$ cat src/verilog/capture_compare_pkg.sv
package capture_compare_pkg;

  // ---------------------------------------------------------------
  // widths
  // ---------------------------------------------------------------
  localparam int unsigned COUNT_W = 16;
  localparam int unsigned MODE_W = 4;
  localparam int unsigned PRESC_W = 4;
  localparam int unsigned BYTE_W = 8;

  // ---------------------------------------------------------------
  // mode field encodings
  // ---------------------------------------------------------------
  localparam logic [3:0] MODE_OFF = 4'h0;
  localparam logic [3:0] MODE_CAP_FALL = 4'h4;
  localparam logic [3:0] MODE_CAP_RISE = 4'h5;
  localparam logic [3:0] MODE_CAP_RISE4 = 4'h6;
  localparam logic [3:0] MODE_CAP_RISE16 = 4'h7;
  localparam logic [3:0] MODE_CMP_CLEAR = 4'h8;
  localparam logic [3:0] MODE_CMP_SET = 4'h9;
  localparam logic [3:0] MODE_CMP_TOGGLE = 4'ha;
  localparam logic [3:0] MODE_CMP_FLAG = 4'hb;
  // capture modes share 01xx, compare modes share 10xx
  localparam logic [1:0] GROUP_CAP = 2'h1;
  localparam logic [1:0] GROUP_CMP = 2'h2;

  // ---------------------------------------------------------------
  // prescaler terminal counts
  // ---------------------------------------------------------------
  localparam logic [3:0] PRESC_LAST4 = 4'h3;
  localparam logic [3:0] PRESC_LAST16 = 4'hf;
  localparam logic [3:0] PRESC_RESET = 4'h0;

  // ---------------------------------------------------------------
  // reset values and flag position in the peripheral flag register
  // ---------------------------------------------------------------
  localparam logic [15:0] COUNT_RESET = 16'h0000;
  localparam logic [3:0] MODE_RESET = 4'h0;
  localparam int unsigned IRQ_FLAG_BIT = 2;
  localparam int unsigned SHARED_PORT_BIT = 3;

endpackage : capture_compare_pkg

$ cat src/verilog/timer_capture_compare_unit.sv
`timescale 1ns/10ps
// Notes on behaviour
// - capture copies the full 16-bit time base count on a selected event.
// - mode picks falling, rising, every fourth or sixteenth rising edge.
// - each capture sets the event flag; it stays until software clears it.
// - a new capture overwrites the held value, even if never read.
// - with the pin driven as output, a port write may trigger a capture.
// - mode changes may raise a false flag; nothing suppresses it.
// - prescaler clears when off, outside capture mode, and on reset.
// - switching between capture prescalers keeps the prescaler count.
// - compare matches drive high, low, toggle or leave the pin.
// - compare flag is set in the same cycle as the pin action.
// - mode 1000 presets the compare latch high, 1001 presets it low.
// - clearing control forces compare latch low; port latch untouched.
// - time base is the Timer1 count for capture and compare.
module timer_capture_compare_unit (
  input wire logic mclk,
  input wire logic rst_n,
  input wire logic [15:0] time_base_count,
  input wire logic ctrl_wr,
  input wire logic [3:0] ctrl_wdata,
  input wire logic compare_wr,
  input wire logic [15:0] compare_wdata,
  input wire logic flag_clear,
  input wire logic port_direction_bit,
  input wire logic port_data_bit,
  input wire logic event_pin_in,
  output logic event_pin_out,
  output logic event_pin_oe,
  output logic [3:0] unit_mode_field,
  output logic [7:0] capture_value_high,
  output logic [7:0] capture_value_low,
  output logic event_irq_flag
);

  // ---------------------------------------------------------------
  // state
  // ---------------------------------------------------------------
  logic [3:0] mode_q;
  logic [15:0] value_q;
  logic [15:0] value_d;
  logic [3:0] presc_q;
  logic [3:0] presc_d;
  logic latch_q;
  logic latch_d;
  logic flag_q;
  logic flag_d;
  logic match_q;
  logic pin_q;
  logic oe_q;
  logic pin_rise;
  logic pin_fall;

  // ---------------------------------------------------------------
  // pin edges
  // ---------------------------------------------------------------
  // the pad input also reflects our own drive, so a port write that
  // flips the pin while it is an output is seen as an edge here
  pin_edge_sync u_sync (
    .mclk(mclk),
    .rst_n(rst_n),
    .pin_async(event_pin_in),
    .rise(pin_rise),
    .fall(pin_fall)
  );

  // ---------------------------------------------------------------
  // mode decode
  // ---------------------------------------------------------------
  wire cap_mode = (mode_q[3:2] == capture_compare_pkg::GROUP_CAP);
  wire cmp_mode = (mode_q[3:2] == capture_compare_pkg::GROUP_CMP);
  wire sel_fall = (mode_q == capture_compare_pkg::MODE_CAP_FALL);
  wire sel_rise = (mode_q == capture_compare_pkg::MODE_CAP_RISE);
  wire sel_rise4 = (mode_q == capture_compare_pkg::MODE_CAP_RISE4);
  wire sel_rise16 = (mode_q == capture_compare_pkg::MODE_CAP_RISE16);
  wire presc_last = sel_rise4 ? (presc_q == capture_compare_pkg::PRESC_LAST4)
                              : (presc_q == capture_compare_pkg::PRESC_LAST16);
  wire presc_mode = sel_rise4 | sel_rise16;

  // ---------------------------------------------------------------
  // capture event and prescaler
  // ---------------------------------------------------------------
  wire cap_event = (sel_fall & pin_fall) | (sel_rise & pin_rise)
                 | (presc_mode & pin_rise & presc_last);

  // count is not cleared between prescaler modes, only outside capture
  always_comb begin
    presc_d = presc_q;
    if (!cap_mode) begin
      presc_d = capture_compare_pkg::PRESC_RESET;
    end else if (presc_mode && pin_rise) begin
      presc_d = presc_last ? capture_compare_pkg::PRESC_RESET : presc_q + 4'h1;
    end
  end

  // ---------------------------------------------------------------
  // compare
  // ---------------------------------------------------------------
  // timer holds a count over several core cycles, so act on match entry
  wire match_now = (time_base_count == value_q);
  wire cmp_hit = cmp_mode & match_now & ~match_q;

  always_comb begin
    latch_d = latch_q;
    if (ctrl_wr && ctrl_wdata == capture_compare_pkg::MODE_CMP_CLEAR) begin
      latch_d = 1'b1;
    end else if (ctrl_wr && ctrl_wdata == capture_compare_pkg::MODE_CMP_SET) begin
      latch_d = 1'b0;
    end else if (ctrl_wr && ctrl_wdata == capture_compare_pkg::MODE_OFF) begin
      latch_d = 1'b0;
    end else if (cmp_hit) begin
      unique case (mode_q)
        capture_compare_pkg::MODE_CMP_CLEAR: latch_d = 1'b0;
        capture_compare_pkg::MODE_CMP_SET: latch_d = 1'b1;
        capture_compare_pkg::MODE_CMP_TOGGLE: latch_d = ~latch_q;
        default: latch_d = latch_q;
      endcase
    end
  end

  // ---------------------------------------------------------------
  // capture / compare value and flag
  // ---------------------------------------------------------------
  // capture overwrites regardless of the flag or of software reads
  assign value_d = cap_event ? time_base_count
                 : (compare_wr ? compare_wdata : value_q);
  // set wins over a clear in the same cycle
  assign flag_d = cap_event | cmp_hit | (flag_q & ~flag_clear);

  // pin drive: compare latch in compare mode, else the port data latch
  wire pin_d = cmp_mode ? latch_d : port_data_bit;

  // ---------------------------------------------------------------
  // registers
  // ---------------------------------------------------------------
  // no guard against false flags on mode change
  always_ff @(posedge mclk or negedge rst_n) begin
    if (!rst_n) begin
      mode_q <= capture_compare_pkg::MODE_RESET;
    end else begin
      mode_q <= ctrl_wr ? ctrl_wdata : mode_q;
    end
  end

  // one value register: a capture outranks a compare write
  always_ff @(posedge mclk or negedge rst_n) begin
    if (!rst_n) begin
      value_q <= capture_compare_pkg::COUNT_RESET;
    end else begin
      value_q <= value_d;
    end
  end

  always_ff @(posedge mclk or negedge rst_n) begin
    if (!rst_n) begin
      presc_q <= capture_compare_pkg::PRESC_RESET;
    end else begin
      presc_q <= presc_d;
    end
  end

  always_ff @(posedge mclk or negedge rst_n) begin
    if (!rst_n) begin
      latch_q <= 1'b0;
    end else begin
      latch_q <= latch_d;
    end
  end

  always_ff @(posedge mclk or negedge rst_n) begin
    if (!rst_n) begin
      flag_q <= 1'b0;
    end else begin
      flag_q <= flag_d;
    end
  end

  // match entry needs last cycle's equality
  always_ff @(posedge mclk or negedge rst_n) begin
    if (!rst_n) begin
      match_q <= 1'b0;
    end else begin
      match_q <= match_now;
    end
  end

  always_ff @(posedge mclk or negedge rst_n) begin
    if (!rst_n) begin
      pin_q <= 1'b0;
    end else begin
      pin_q <= pin_d;
    end
  end

  // direction is a same-clock level, so it needs no synchroniser
  always_ff @(posedge mclk or negedge rst_n) begin
    if (!rst_n) begin
      oe_q <= 1'b0;
    end else begin
      oe_q <= ~port_direction_bit;
    end
  end

  assign event_pin_out = pin_q;
  assign event_pin_oe = oe_q;
  assign unit_mode_field = mode_q;
  assign capture_value_high = value_q[15:8];
  assign capture_value_low = value_q[7:0];
  assign event_irq_flag = flag_q;
endmodule : timer_capture_compare_unit

$ cat src/verilog/pin_edge_sync.sv
`timescale 1ns/10ps
module pin_edge_sync (
  input wire logic mclk,
  input wire logic rst_n,
  input wire logic pin_async,
  output logic rise,
  output logic fall
);

  logic meta_q;
  logic sync_q;
  logic prev_q;

  // ---------------------------------------------------------------
  // two-stage synchroniser, edge taken only after the second stage
  // ---------------------------------------------------------------
  always_ff @(posedge mclk or negedge rst_n) begin
    if (!rst_n) begin
      meta_q <= 1'b0;
      sync_q <= 1'b0;
      prev_q <= 1'b0;
    end else begin
      meta_q <= pin_async;
      sync_q <= meta_q;
      prev_q <= sync_q;
    end
  end

  // one pulse per qualifying edge
  assign rise = sync_q & ~prev_q;
  assign fall = ~sync_q & prev_q;

endmodule : pin_edge_sync

$ cat config.mk
export PLATFORM = sky130hd
export DESIGN_NAME = timer_capture_compare_unit
export DESIGN_NICKNAME = d
export VERILOG_FILES = /design/src/verilog/capture_compare_pkg.sv /design/src/verilog/timer_capture_compare_unit.sv /design/src/verilog/pin_edge_sync.sv
export SDC_FILE = /design/constraint.sdc
export NUM_CORES = 1
export LEC_CHECK = 0
export ABC_AREA = 1
export BUFFER_PORTS_ARGS = -buffer_cell sky130_fd_sc_hd__buf_4
export CAP_MARGIN = 20
export CORE_ASPECT_RATIO = 0.5
export CORE_MARGIN = 5
export CORE_UTILIZATION = 50
export DETAILED_ROUTE_END_ITERATION = 16
export PLACE_DENSITY = 0.81
export REMOVE_ABC_BUFFERS = 1
export SYNTH_ARGS = -nofsm -noshare
export SYNTH_HDL_FRONTEND = slang
export SYNTH_SLANG_ARGS = --single-unit
$ cat constraint.sdc
create_clock -name mclk -period 1.89 [get_ports mclk]
set_clock_uncertainty 0.2 [all_clocks]
set_input_delay 0.2835 -clock mclk [delete_from_list [all_inputs] [get_ports mclk]]
set_output_delay 0.2835 -clock mclk [all_outputs]
set_load 0.005 [all_outputs]
==> flow_metrics.tcl, run 1 <==
set metrics [dict create \
    initialDrtViolationCount 81 \
    yosysWarnings 0 \
    detailed_place_hpwl_um 3500 \
    cts_made_buffers 5 \
    number_of_hold_violations_in_the_final_report 0 \
    part_of_the_cycle_the_worst_path_needs 0.961 \
    endpoint_kind "flip-flop" \
    n_antenna_cell 0 \
    antenna_found_initial 0 \
    dieHeight_um 53.4 \
    place_congestion 0.789 \
    netlist.top_cell.by_area "sky130_fd_sc_hd__dfrtp_1" \
    dr.pass1.iters 4 \
    floorplan.die_area_sq_mm 0.00517 \
    postSynth.asyncResetShare 1.00 \
    sink_count_of_the_clock_tree 32 \
    wl_per_cell_um 13.3 \
    final_layout_size_suffix_gt1_frac 0.330 \
    clkTransAtPathRegs_ns 0.07 \
    pwr_density_cell_mw_per_mm2 728 \
    wirelength_met1_um 2050 \
    numPortBuffers 66 \
    design.portCount 67 \
    peakVddDrop_mv 0.347 \
    floorplan.rows 15 \
    postSynth.topFlopCell "sky130_fd_sc_hd__dfrtp_1" \
    final_cells 369 \
    critical_path.max_fanout 15 \
    relative_area_change_from_synthesis_to_final_layout_pct 38.3 \
    clk_latency_ns 0.28 \
    report.power.total_uw 1890 \
    tritoncts "done" \
    finalSetupTns_ns 0 \
    placed_area_sq_mm 0.00238 \
    globalRoute.totalOverflow 0 \
    viasPerCell 4.87 \
    cts_htree_levels 2 \
    grt_pass1_wl_um 8130 \
    start_kind "flip-flop" \
    grt_start_max_net_pins 33 \
    finalInstanceArea_sq_mm 0.00260 \
    maxSlewViolCount 0 \
    maxUsedRoutingLayer "met4" \
    met2_length_um 2600 \
    synth-seq-cells 32 \
    mappedNetlistArea_sq_mm 0.00188 \
    drv.max_cap_violation_count 0 \
    floorplan.initialDensity 0.533 \
    num-nets-final 363 \
    route.vias.total 1797 \
    synthDominantCellAreaShare 0.426 \
    setup_violations 0 \
    p_leak_uw 0.00139 \
    status "completed" \
    track_usage 0.198 \
    required_worst_endpoint_ns 1.85 \
    clock-root-buffer "sky130_fd_sc_hd__clkbuf_8" \
    period_minus_slack_ns 1.82 \
    placed_cells_incl_taps 351 \
    timing_worst_slew_pin_value_ns 0.415 \
    synth_sequential_area_ratio 0.426 \
    postSynthAreaPerCell_sq_um 7.84 \
    max_slew_margin 0.724 \
    cts_max_path_buffers 2 \
    route.final.wire_length_um 4900 \
    wl_met3_um 194 \
    hold_path.class "in -> reg" \
    grt_pass1_vias 1848 \
    critPathKind "reg -> reg" \
    route.antenna.remaining_nets 0 \
    remaining_drc_errors 0 \
    synth-edff-count 0 \
    post_synth_main_area_contributors "sky130_fd_sc_hd__dfrtp_1 (43%), sky130_fd_sc_hd__nand2_1 (15%), sky130_fd_sc_hd__nand3_1 (6.9%)" \
    ys_types 30 \
    die_width_um 96.8 \
    synthCells 240 \
    worst_ep_arrival_time_ns 1.78 \
    fmax_mhz 551 \
    placeableCoreArea_sq_mm 0.00353 \
]
## sequential cells by signal, indices dropped and copies added, names as in the netlist
signal,flops
event_irq_flag,1
value_q,16
latch_q,1
event_pin_out,1
event_pin_oe,1
u_sync.prev_q,1
presc_q,4
match_q,1
unit_mode_field,4
u_sync.meta_q,1
u_sync.sync_q,1
## synthesized netlist by cell type, types with 2 or more instances
| cell type | n |
|---|---|
| sky130_fd_sc_hd__nand2_1 | 73 |
| sky130_fd_sc_hd__dfrtp_1 | 32 |
| sky130_fd_sc_hd__inv_1 | 32 |
| sky130_fd_sc_hd__nand3_1 | 26 |
| sky130_fd_sc_hd__nor2_1 | 26 |
| sky130_fd_sc_hd__o211ai_2 | 7 |
| sky130_fd_sc_hd__nand3_2 | 6 |
| sky130_fd_sc_hd__o21ai_0 | 5 |
| sky130_fd_sc_hd__xor2_1 | 5 |
| sky130_fd_sc_hd__nand4_1 | 3 |
| sky130_fd_sc_hd__buf_12 | 2 |
| sky130_fd_sc_hd__buf_2 | 2 |
| sky130_fd_sc_hd__nor2_4 | 2 |
| sky130_fd_sc_hd__o211ai_1 | 2 |
| sky130_fd_sc_hd__o22ai_1 | 2 |
## where the power goes
group	internal [uW]	switching [uW]	leakage, uW	total, uW
Combinational	255	247	0.000942	503
Sequential	756	67.1	0.000396	823
Clock	324	244	0.0000503	568
Total	1340	558	0.00139	1890
## final timing paths
check / cells past startpoint / to / slack [ns] / from
max in group asynchronous: 2 / presc_q[1] / 0.91 / rst_n
min in group asynchronous: 2 / value_q[1] / 0.28 / rst_n
hold / removal: 3 / event_pin_out / 0.006 / port_data_bit
setup / recovery: 11 / value_q[10] / 0.07 / unit_mode_field[0]
hold reg to reg: 0 / u_sync.sync_q / 0.15 / u_sync.meta_q
setup reg to reg: 11 / value_q[10] / 0.07 / unit_mode_field[0]
## layout by cell type, fill, tap and decap left out, types with 3 or more instances in the layout
master,netlist,routed
sky130_fd_sc_hd__nand4_1,3,3
sky130_fd_sc_hd__dlygate4sd3_1,0,4
sky130_fd_sc_hd__dfrtp_1,32,32
sky130_fd_sc_hd__buf_4,0,73
sky130_fd_sc_hd__nand3_2,6,7
sky130_fd_sc_hd__nand3_1,26,25
sky130_fd_sc_hd__inv_1,32,31
sky130_fd_sc_hd__clkbuf_8,0,7
sky130_fd_sc_hd__xor2_1,5,5
sky130_fd_sc_hd__o21ai_0,5,5
sky130_fd_sc_hd__o211ai_2,7,7
sky130_fd_sc_hd__nor2_1,26,26
sky130_fd_sc_hd__nand2_1,73,72
## timing repair
item	in CTS	in global routing
hold buffers	4	0
setup endpoints to repair	0	16
gates resized for setup	0	5
setup buffers	0	7
endpoints found under the hold margin	35	0
## logic make-up after synthesis
group	count (synthesis)	share of synthesized area
simple gates	140	0.342
buf+inv	41	0.107
flops	32	0.426
compound gates	20	0.0911
xor+xnor	6	0.0279
fa+ha+maj	1	0.00665
## worst max-delay path, stage by stage, from the launching register on
cell                       delay, ns
sky130_fd_sc_hd__dfrtp_1        0.40
sky130_fd_sc_hd__inv_2          0.08
sky130_fd_sc_hd__nand2_2        0.06
sky130_fd_sc_hd__nor2_4         0.13
sky130_fd_sc_hd__nand3_2        0.08
sky130_fd_sc_hd__o21ai_2        0.09
sky130_fd_sc_hd__nand3_2        0.15
sky130_fd_sc_hd__nand2_8        0.14
sky130_fd_sc_hd__nor2_4         0.06
sky130_fd_sc_hd__buf_12         0.15
sky130_fd_sc_hd__nand2_1        0.07
sky130_fd_sc_hd__o211ai_2       0.08
## per-layer routing
metal  GRT usage  vias up
li1            -      918
met1       0.229      840
met2       0.357       33
met3      0.0566        6
met4      0.0723        0
met5           0        -
## final cells by class
class / instances / area [sq um]
Tap cell: 51 / 63.8
Fill cell: 279 / 926
Clock buffer: 7 / 96.3
Timing Repair Buffer: 78 / 608
Sequential cell: 32 / 801
Multi-Input combinational cell: 167 / 901
Inverter: 34 / 133
## per-stage QoR
stage / worst slack (ns) / utilization / hold slack [ns]
after global routing: -0.0312 / 0.738 / 0.0194
after CTS: 0.0523 / 0.713 / 0.00496
after floorplan: 0.230 / - / -0.212
final: 0.0738 / 0.738 / 0.00569
after detailed placement: 0.0794 / 0.674 / 0.0491
after global placement: 0.126 / 0.674 / 0.0428
Note: power is estimated with default switching activity, not from simulation.
==> inputs of run 2 (changes only) <==
ABC_AREA = 0   (was 1)
CORE_UTILIZATION = 48   (was 50)
PLACE_DENSITY = 0.8   (was 0.81)
==> flow_metrics.tcl, run 2 <==
set metrics [dict create \
    n_antenna_cell 0 \
    yosysWarnings 0 \
    postSynth.topFlopCell "sky130_fd_sc_hd__dfrtp_1" \
    synthCells 148 \
    critPathKind "reg -> reg" \
    power.switching_fraction 0.253 \
    ys_types 34 \
    dieHeight_um 52.7 \
    synthDominantCellAreaShare 0.457 \
    finalInstanceArea_sq_mm 0.00256 \
    clkTransAtPathRegs_ns 0.07 \
    register_containing_the_most_flip_flops_in_the_final_layout "value_q" \
    globalRoute.totalOverflow 0 \
    critical_path.max_fanout 17 \
    detailed_place_hpwl_um 3060 \
    mappedNetlistArea_sq_mm 0.00175 \
    start_kind "flip-flop" \
    num-nets-final 277 \
    remaining_drc_errors 0 \
    comb_power_share 0.241 \
    number_of_flip_flops_in_the_largest_register 16 \
    cts_max_path_buffers 2 \
    route.antenna.remaining_nets 0 \
    setup_violations 16 \
    initialDrtViolationCount 33 \
    viasPerCell 4.95 \
    fmax_mhz 479 \
    numPortBuffers 66 \
    hold_path.class "in -> reg" \
    wl_per_cell_um 14.5 \
    status "complete, but fails checks" \
    floorplan.initialDensity 0.505 \
    synth_adder_area_share 0.00714 \
    tritoncts "done" \
    placed_area_sq_mm 0.00236 \
    pwr_density_cell_mw_per_mm2 746 \
    grt_pass1_wl_um 6560 \
    grt_start_max_net_pins 33 \
    p_leak_uw 0.00126 \
    period_minus_slack_ns 2.09 \
    post_synth_main_area_contributors "sky130_fd_sc_hd__dfrtp_1 (46%), sky130_fd_sc_hd__mux2_1 (15%), sky130_fd_sc_hd__xor2_1 (8.0%)" \
    endpoint_kind "flip-flop" \
    grt_pass1_vias 1441 \
    part_of_the_cycle_the_worst_path_needs 1.10 \
    clock-root-buffer "sky130_fd_sc_hd__clkbuf_8" \
    route.final.wire_length_um 4120 \
    floorplan.die_area_sq_mm 0.00503 \
    synth-edff-count 0 \
    postSynthAreaPerCell_sq_um 11.8 \
    relative_area_change_from_synthesis_to_final_layout_pct 46.3 \
    p_seq_frac 0.422 \
    violations "setup timing" \
    design.portCount 67 \
    die_width_um 95.4 \
    place_congestion 0.779 \
    antenna_found_initial 0 \
    cts_made_buffers 5 \
    power_switching_uw 485 \
    clk_latency_ns 0.28 \
    maxSlewViolCount 0 \
    max_slew_margin 0.738 \
    floorplan.rows 15 \
    xor_xnor_fraction_of_synth_area 0.0850 \
    worst_ep_arrival_time_ns 2.05 \
    largest_family_of_logic_cells_by_synthesized_area "multiplexers" \
    synth_sequential_area_ratio 0.457 \
    route.vias.total 1405 \
    netlist.top_cell.by_area "sky130_fd_sc_hd__dfrtp_1" \
    rsz_0062_raised_after_global_routing "true" \
    synth_simple_gate_area_share 0.119 \
    track_usage 0.174 \
    required_worst_endpoint_ns 1.86 \
    finalSetupTns_ns -2.92 \
    final_layout_size_suffix_gt1_frac 0.464 \
    placeableCoreArea_sq_mm 0.00347 \
    intPower_uw 1430 \
    most-common-layout-cells "sky130_fd_sc_hd__buf_4 (76), sky130_fd_sc_hd__dfrtp_1 (32), sky130_fd_sc_hd__mux2_1 (19)" \
    synth_most_common_cell "sky130_fd_sc_hd__dfrtp_1" \
    postSynth.asyncResetShare 1.00 \
    placed_cells_incl_taps 270 \
    synth-seq-cells 32 \
    post_synthesis_mux_area_share 0.250 \
    synth_compound_area_frac 0.0564 \
    final_cells 284 \
    layout.filler_cells 233 \
    post-route-worst-setup-slack_ns -0.196 \
    cts_htree_levels 2 \
    peakVddDrop_mv 0.495 \
    number_of_hold_violations_in_the_final_report 0 \
    synth_common_cells "sky130_fd_sc_hd__dfrtp_1 (32), sky130_fd_sc_hd__mux2_1 (23), sky130_fd_sc_hd__xor2_1 (16)" \
    p_clk_frac 0.337 \
    sink_count_of_the_clock_tree 32 \
    timing_worst_slew_pin_value_ns 0.393 \
    drv.max_cap_violation_count 0 \
    layout.cells.most_common "sky130_fd_sc_hd__buf_4" \
    dr.pass1.iters 4 \
]
-- run 2: what timing repair did --
item                                   CTS  global route
setup endpoints to repair               17            19
hold buffers                             3             0
pin swaps                                0             4
endpoints found under the hold margin   34             0
setup buffers                            0             3
cloned                                   0             0
resized for setup                        4             7
-- run 2: logic make-up (layout without fill, tap and decap cells) --
logic type,count (synthesis),in the layout
buffers and inverters,7,92
xor gates and xnor gates,17,17
adders and majority gates,1,1
muxes,36,36
AOI/OAI and AO/OA,16,16
DFF,32,32
and+or+nand+nor,39,39
-- run 2: per-layer routing --
metal,routed length [um],track usage
met1,1780,0.201
met2,2120,0.311
met3,189,0.0459
met4,29,0.0708
met5,0,0
-- run 2: final cells by class --
type                       instances  area (sq um)  area share
multi-input combinational        109           947       0.370
sequential                        32           801       0.312
timing repair buffer              81           632       0.247
clock buffer                       6          72.6      0.0283
tap                               51          63.8      0.0249
clock inverter                     2          35.0      0.0137
inverter                           3          11.3     0.00439
-- run 2: worst max-delay path: stages (launching register included) --
cell	delay [ns]
sky130_fd_sc_hd__dfrtp_1	0.38
sky130_fd_sc_hd__nor4bb_2	0.32
sky130_fd_sc_hd__mux2i_1	0.28
sky130_fd_sc_hd__nand4_1	0.11
sky130_fd_sc_hd__a21o_1	0.19
sky130_fd_sc_hd__buf_12	0.17
sky130_fd_sc_hd__mux2_1	0.31
-- run 2: power by group through the flow --
| stage | clock, uW | sequential (uW) | combinational (uW) |
|---|---|---|---|
| 3_3_place_gp | 0 | 815 | 417 |
| 5_1_grt | 685 | 815 | 505 |
| 2_1_floorplan | 0 | 821 | 177 |
| 3_5_place_dp | 0 | 818 | 427 |
| 4_1_cts | 660 | 806 | 447 |
| 6_report | 644 | 807 | 461 |
-- run 2: path summary, 6_finish.rpt --
| check | startpoint | to | slack (ns) | cells after the start |
|---|---|---|---|---|
| worst max-delay path | unit_mode_field[0] | value_q[6] | -0.20 | 6 |
| worst min-delay path | ctrl_wdata[1] | unit_mode_field[1] | 0.02 | 3 |
| worst max register to register | unit_mode_field[0] | value_q[6] | -0.20 | 6 |
| worst min register to register | u_sync.meta_q | u_sync.sync_q | 0.14 | 0 |
| max in group asynchronous | rst_n | latch_q | 0.94 | 2 |
| min in group asynchronous | rst_n | value_q[12] | 0.27 | 2 |
-- run 2: stage by stage --
stage | hold slack [ns] | utilization | setup slack (ns) | power [uW]
after floorplan | -0.212 | - | -0.305 | 998
after global placement | 0.0425 | 0.679 | -0.159 | 1230
after detailed placement | 0.0391 | 0.679 | -0.206 | 1240
after CTS | 0.0155 | 0.724 | -0.204 | 1910
after global routing | 0.0214 | 0.738 | -0.281 | 2010
final | 0.0203 | 0.738 | -0.196 | 1910
==> inputs of run 3 (changes only) <==
HOLD_SLACK_MARGIN = 0.05   (was unset)
==> flow_metrics.tcl, run 3 (synthesis gave the netlist of run 2 again) <==
set metrics [dict create \
    fmax_mhz 479 \
    sink_count_of_the_clock_tree 32 \
    floorplan.rows 15 \
    design.portCount 67 \
    intPower_uw 1450 \
    critical_path.max_fanout 17 \
    register_containing_the_most_flip_flops_in_the_final_layout "value_q" \
    max_stage_delay_ns 0.38 \
    floorplan.die_area_sq_mm 0.00503 \
    part_of_the_cycle_the_worst_path_needs 1.10 \
    hold_path.class "in -> reg" \
    final_layout_size_suffix_gt1_frac 0.430 \
    globalRoute.totalOverflow 0 \
    post-route-worst-setup-slack_ns -0.198 \
    remaining_drc_errors 0 \
    detailed_place_hpwl_um 3060 \
    layout.cells.most_common "sky130_fd_sc_hd__buf_4" \
    route.vias.total 1498 \
    viasPerCell 4.96 \
    initialDrtViolationCount 24 \
    num-nets-final 295 \
    violations "setup timing" \
    p_leak_uw 0.00133 \
    drv.max_cap_violation_count 0 \
    antenna_found_initial 0 \
    n_antenna_cell 0 \
    grt_start_max_net_pins 33 \
    route.final.wire_length_um 4750 \
    power.switching_fraction 0.261 \
    worst_ep_arrival_time_ns 2.06 \
    required_worst_endpoint_ns 1.86 \
    cts_made_buffers 5 \
    endpoint_kind "flip-flop" \
    slowest_cp_cell "sky130_fd_sc_hd__dfrtp_1" \
    floorplan.initialDensity 0.505 \
    critical_path.cell_chain "nor4bb_2, mux2i_1, nand4_1, a21o_1, buf_12, mux2_4" \
    place_congestion 0.779 \
    cts_htree_levels 2 \
    grt_pass1_wl_um 7450 \
    wl_per_cell_um 15.7 \
    period_minus_slack_ns 2.09 \
    die_width_um 95.4 \
    comb_power_share 0.254 \
    clk_latency_ns 0.29 \
    dr.pass1.iters 4 \
    setup_violations 17 \
    max_slew_margin 0.734 \
    clkTransAtPathRegs_ns 0.07 \
    pwr_density_cell_mw_per_mm2 710 \
    p_seq_frac 0.414 \
    timing_worst_slew_pin_value_ns 0.398 \
    dieHeight_um 52.7 \
    cts_max_path_buffers 2 \
    finalSetupTns_ns -2.92 \
    route.antenna.remaining_nets 0 \
    relative_area_change_from_synthesis_to_final_layout_pct 57.4 \
    most-common-layout-cells "sky130_fd_sc_hd__buf_4 (75), sky130_fd_sc_hd__dfrtp_1 (32), sky130_fd_sc_hd__dlygate4sd3_1 (23)" \
    critPathKind "reg -> reg" \
    p_clk_frac 0.332 \
    number_of_flip_flops_in_the_largest_register 16 \
    placeableCoreArea_sq_mm 0.00347 \
    tritoncts "done" \
    number_of_hold_violations_in_the_final_report 0 \
    status "complete, but fails checks" \
    clock-root-buffer "sky130_fd_sc_hd__clkbuf_8" \
    maxSlewViolCount 0 \
    peakVddDrop_mv 0.503 \
    start_kind "flip-flop" \
    rsz_0062_raised_after_global_routing "true" \
    track_usage 0.201 \
    power_switching_uw 511 \
    numPortBuffers 66 \
    grt_pass1_vias 1600 \
    hold-worst-slack_ns 0.0577 \
]
## run 3: layer usage
| layer | routed length (um) | part of all wire | vias up | GRT usage |
|---|---|---|---|---|
| met1 | 1890 | 0.40 | 723 | 0.221 |
| met4 | 87 | 0.018 | 0 | 0.0943 |
| li1 | - | - | 723 | - |
| met3 | 192 | 0.040 | 10 | 0.0488 |
| met5 | 0 | 0 | - | 0 |
| met2 | 2580 | 0.54 | 42 | 0.370 |
## run 3: what timing repair did
action                                  in CTS  in global routing
resized for setup                            4                  9
hold endpoints to repair                    53                  0
hold buffers                                23                  0
endpoints found under the setup margin      17                 19
buffers inserted                             0                  1
pin swaps                                    0                  6
## run 3: cell type report
type,instances,area [sq um]
Fill cell,205,714
Inverter,3,11.3
Tap cell,51,63.8
Clock buffer,6,72.6
Multi-Input combinational cell,109,961
Sequential cell,32,801
Clock inverter,2,35.0
Timing Repair Buffer,99,813
## run 3: power groups by stage
stage | registers [uW] | clock network [uW] | logic (uW)
CTS | 806 | 660 | 479
global placement | 815 | 0 | 417
global route | 818 | 689 | 540
finish | 811 | 650 | 497
floorplan | 821 | 0 | 177
detailed placement | 818 | 0 | 427
## run 3: critical path, delay by kind of cell, from the launching register on
| family | cells | cell delay (ns) |
|---|---|---|
| buf+inv | 1 | 0.16 |
| mux | 2 | 0.59 |
| simple gates | 2 | 0.43 |
| flops | 1 | 0.38 |
| compound gates | 1 | 0.19 |
## run 3: final timing paths
path | depth (start not counted) | startpoint | end | slack, ns
setup / recovery | 6 | unit_mode_field[0] | value_q[11] | -0.20
hold / removal | 2 | ctrl_wdata[3] | unit_mode_field[3] | 0.06
setup reg to reg | 6 | unit_mode_field[0] | value_q[11] | -0.20
hold reg to reg | 0 | u_sync.meta_q | u_sync.sync_q | 0.14
max in group asynchronous | 2 | rst_n | value_q[14] | 0.94
min in group asynchronous | 2 | rst_n | value_q[12] | 0.27
## run 3: metrics by stage
step                      total power [uW]  cells  instance area, sq um  worst slack, ns   util
after floorplan                        998    144                  1720           -0.305      -
after global placement                1230    270                  2360           -0.159  0.679
after detailed placement              1240    270                  2360           -0.206  0.679
after CTS                             1950    301                  2720           -0.204  0.782
after global routing                  2050    302                  2760           -0.279  0.794
final                                 1960    302                  2760           -0.198  0.794
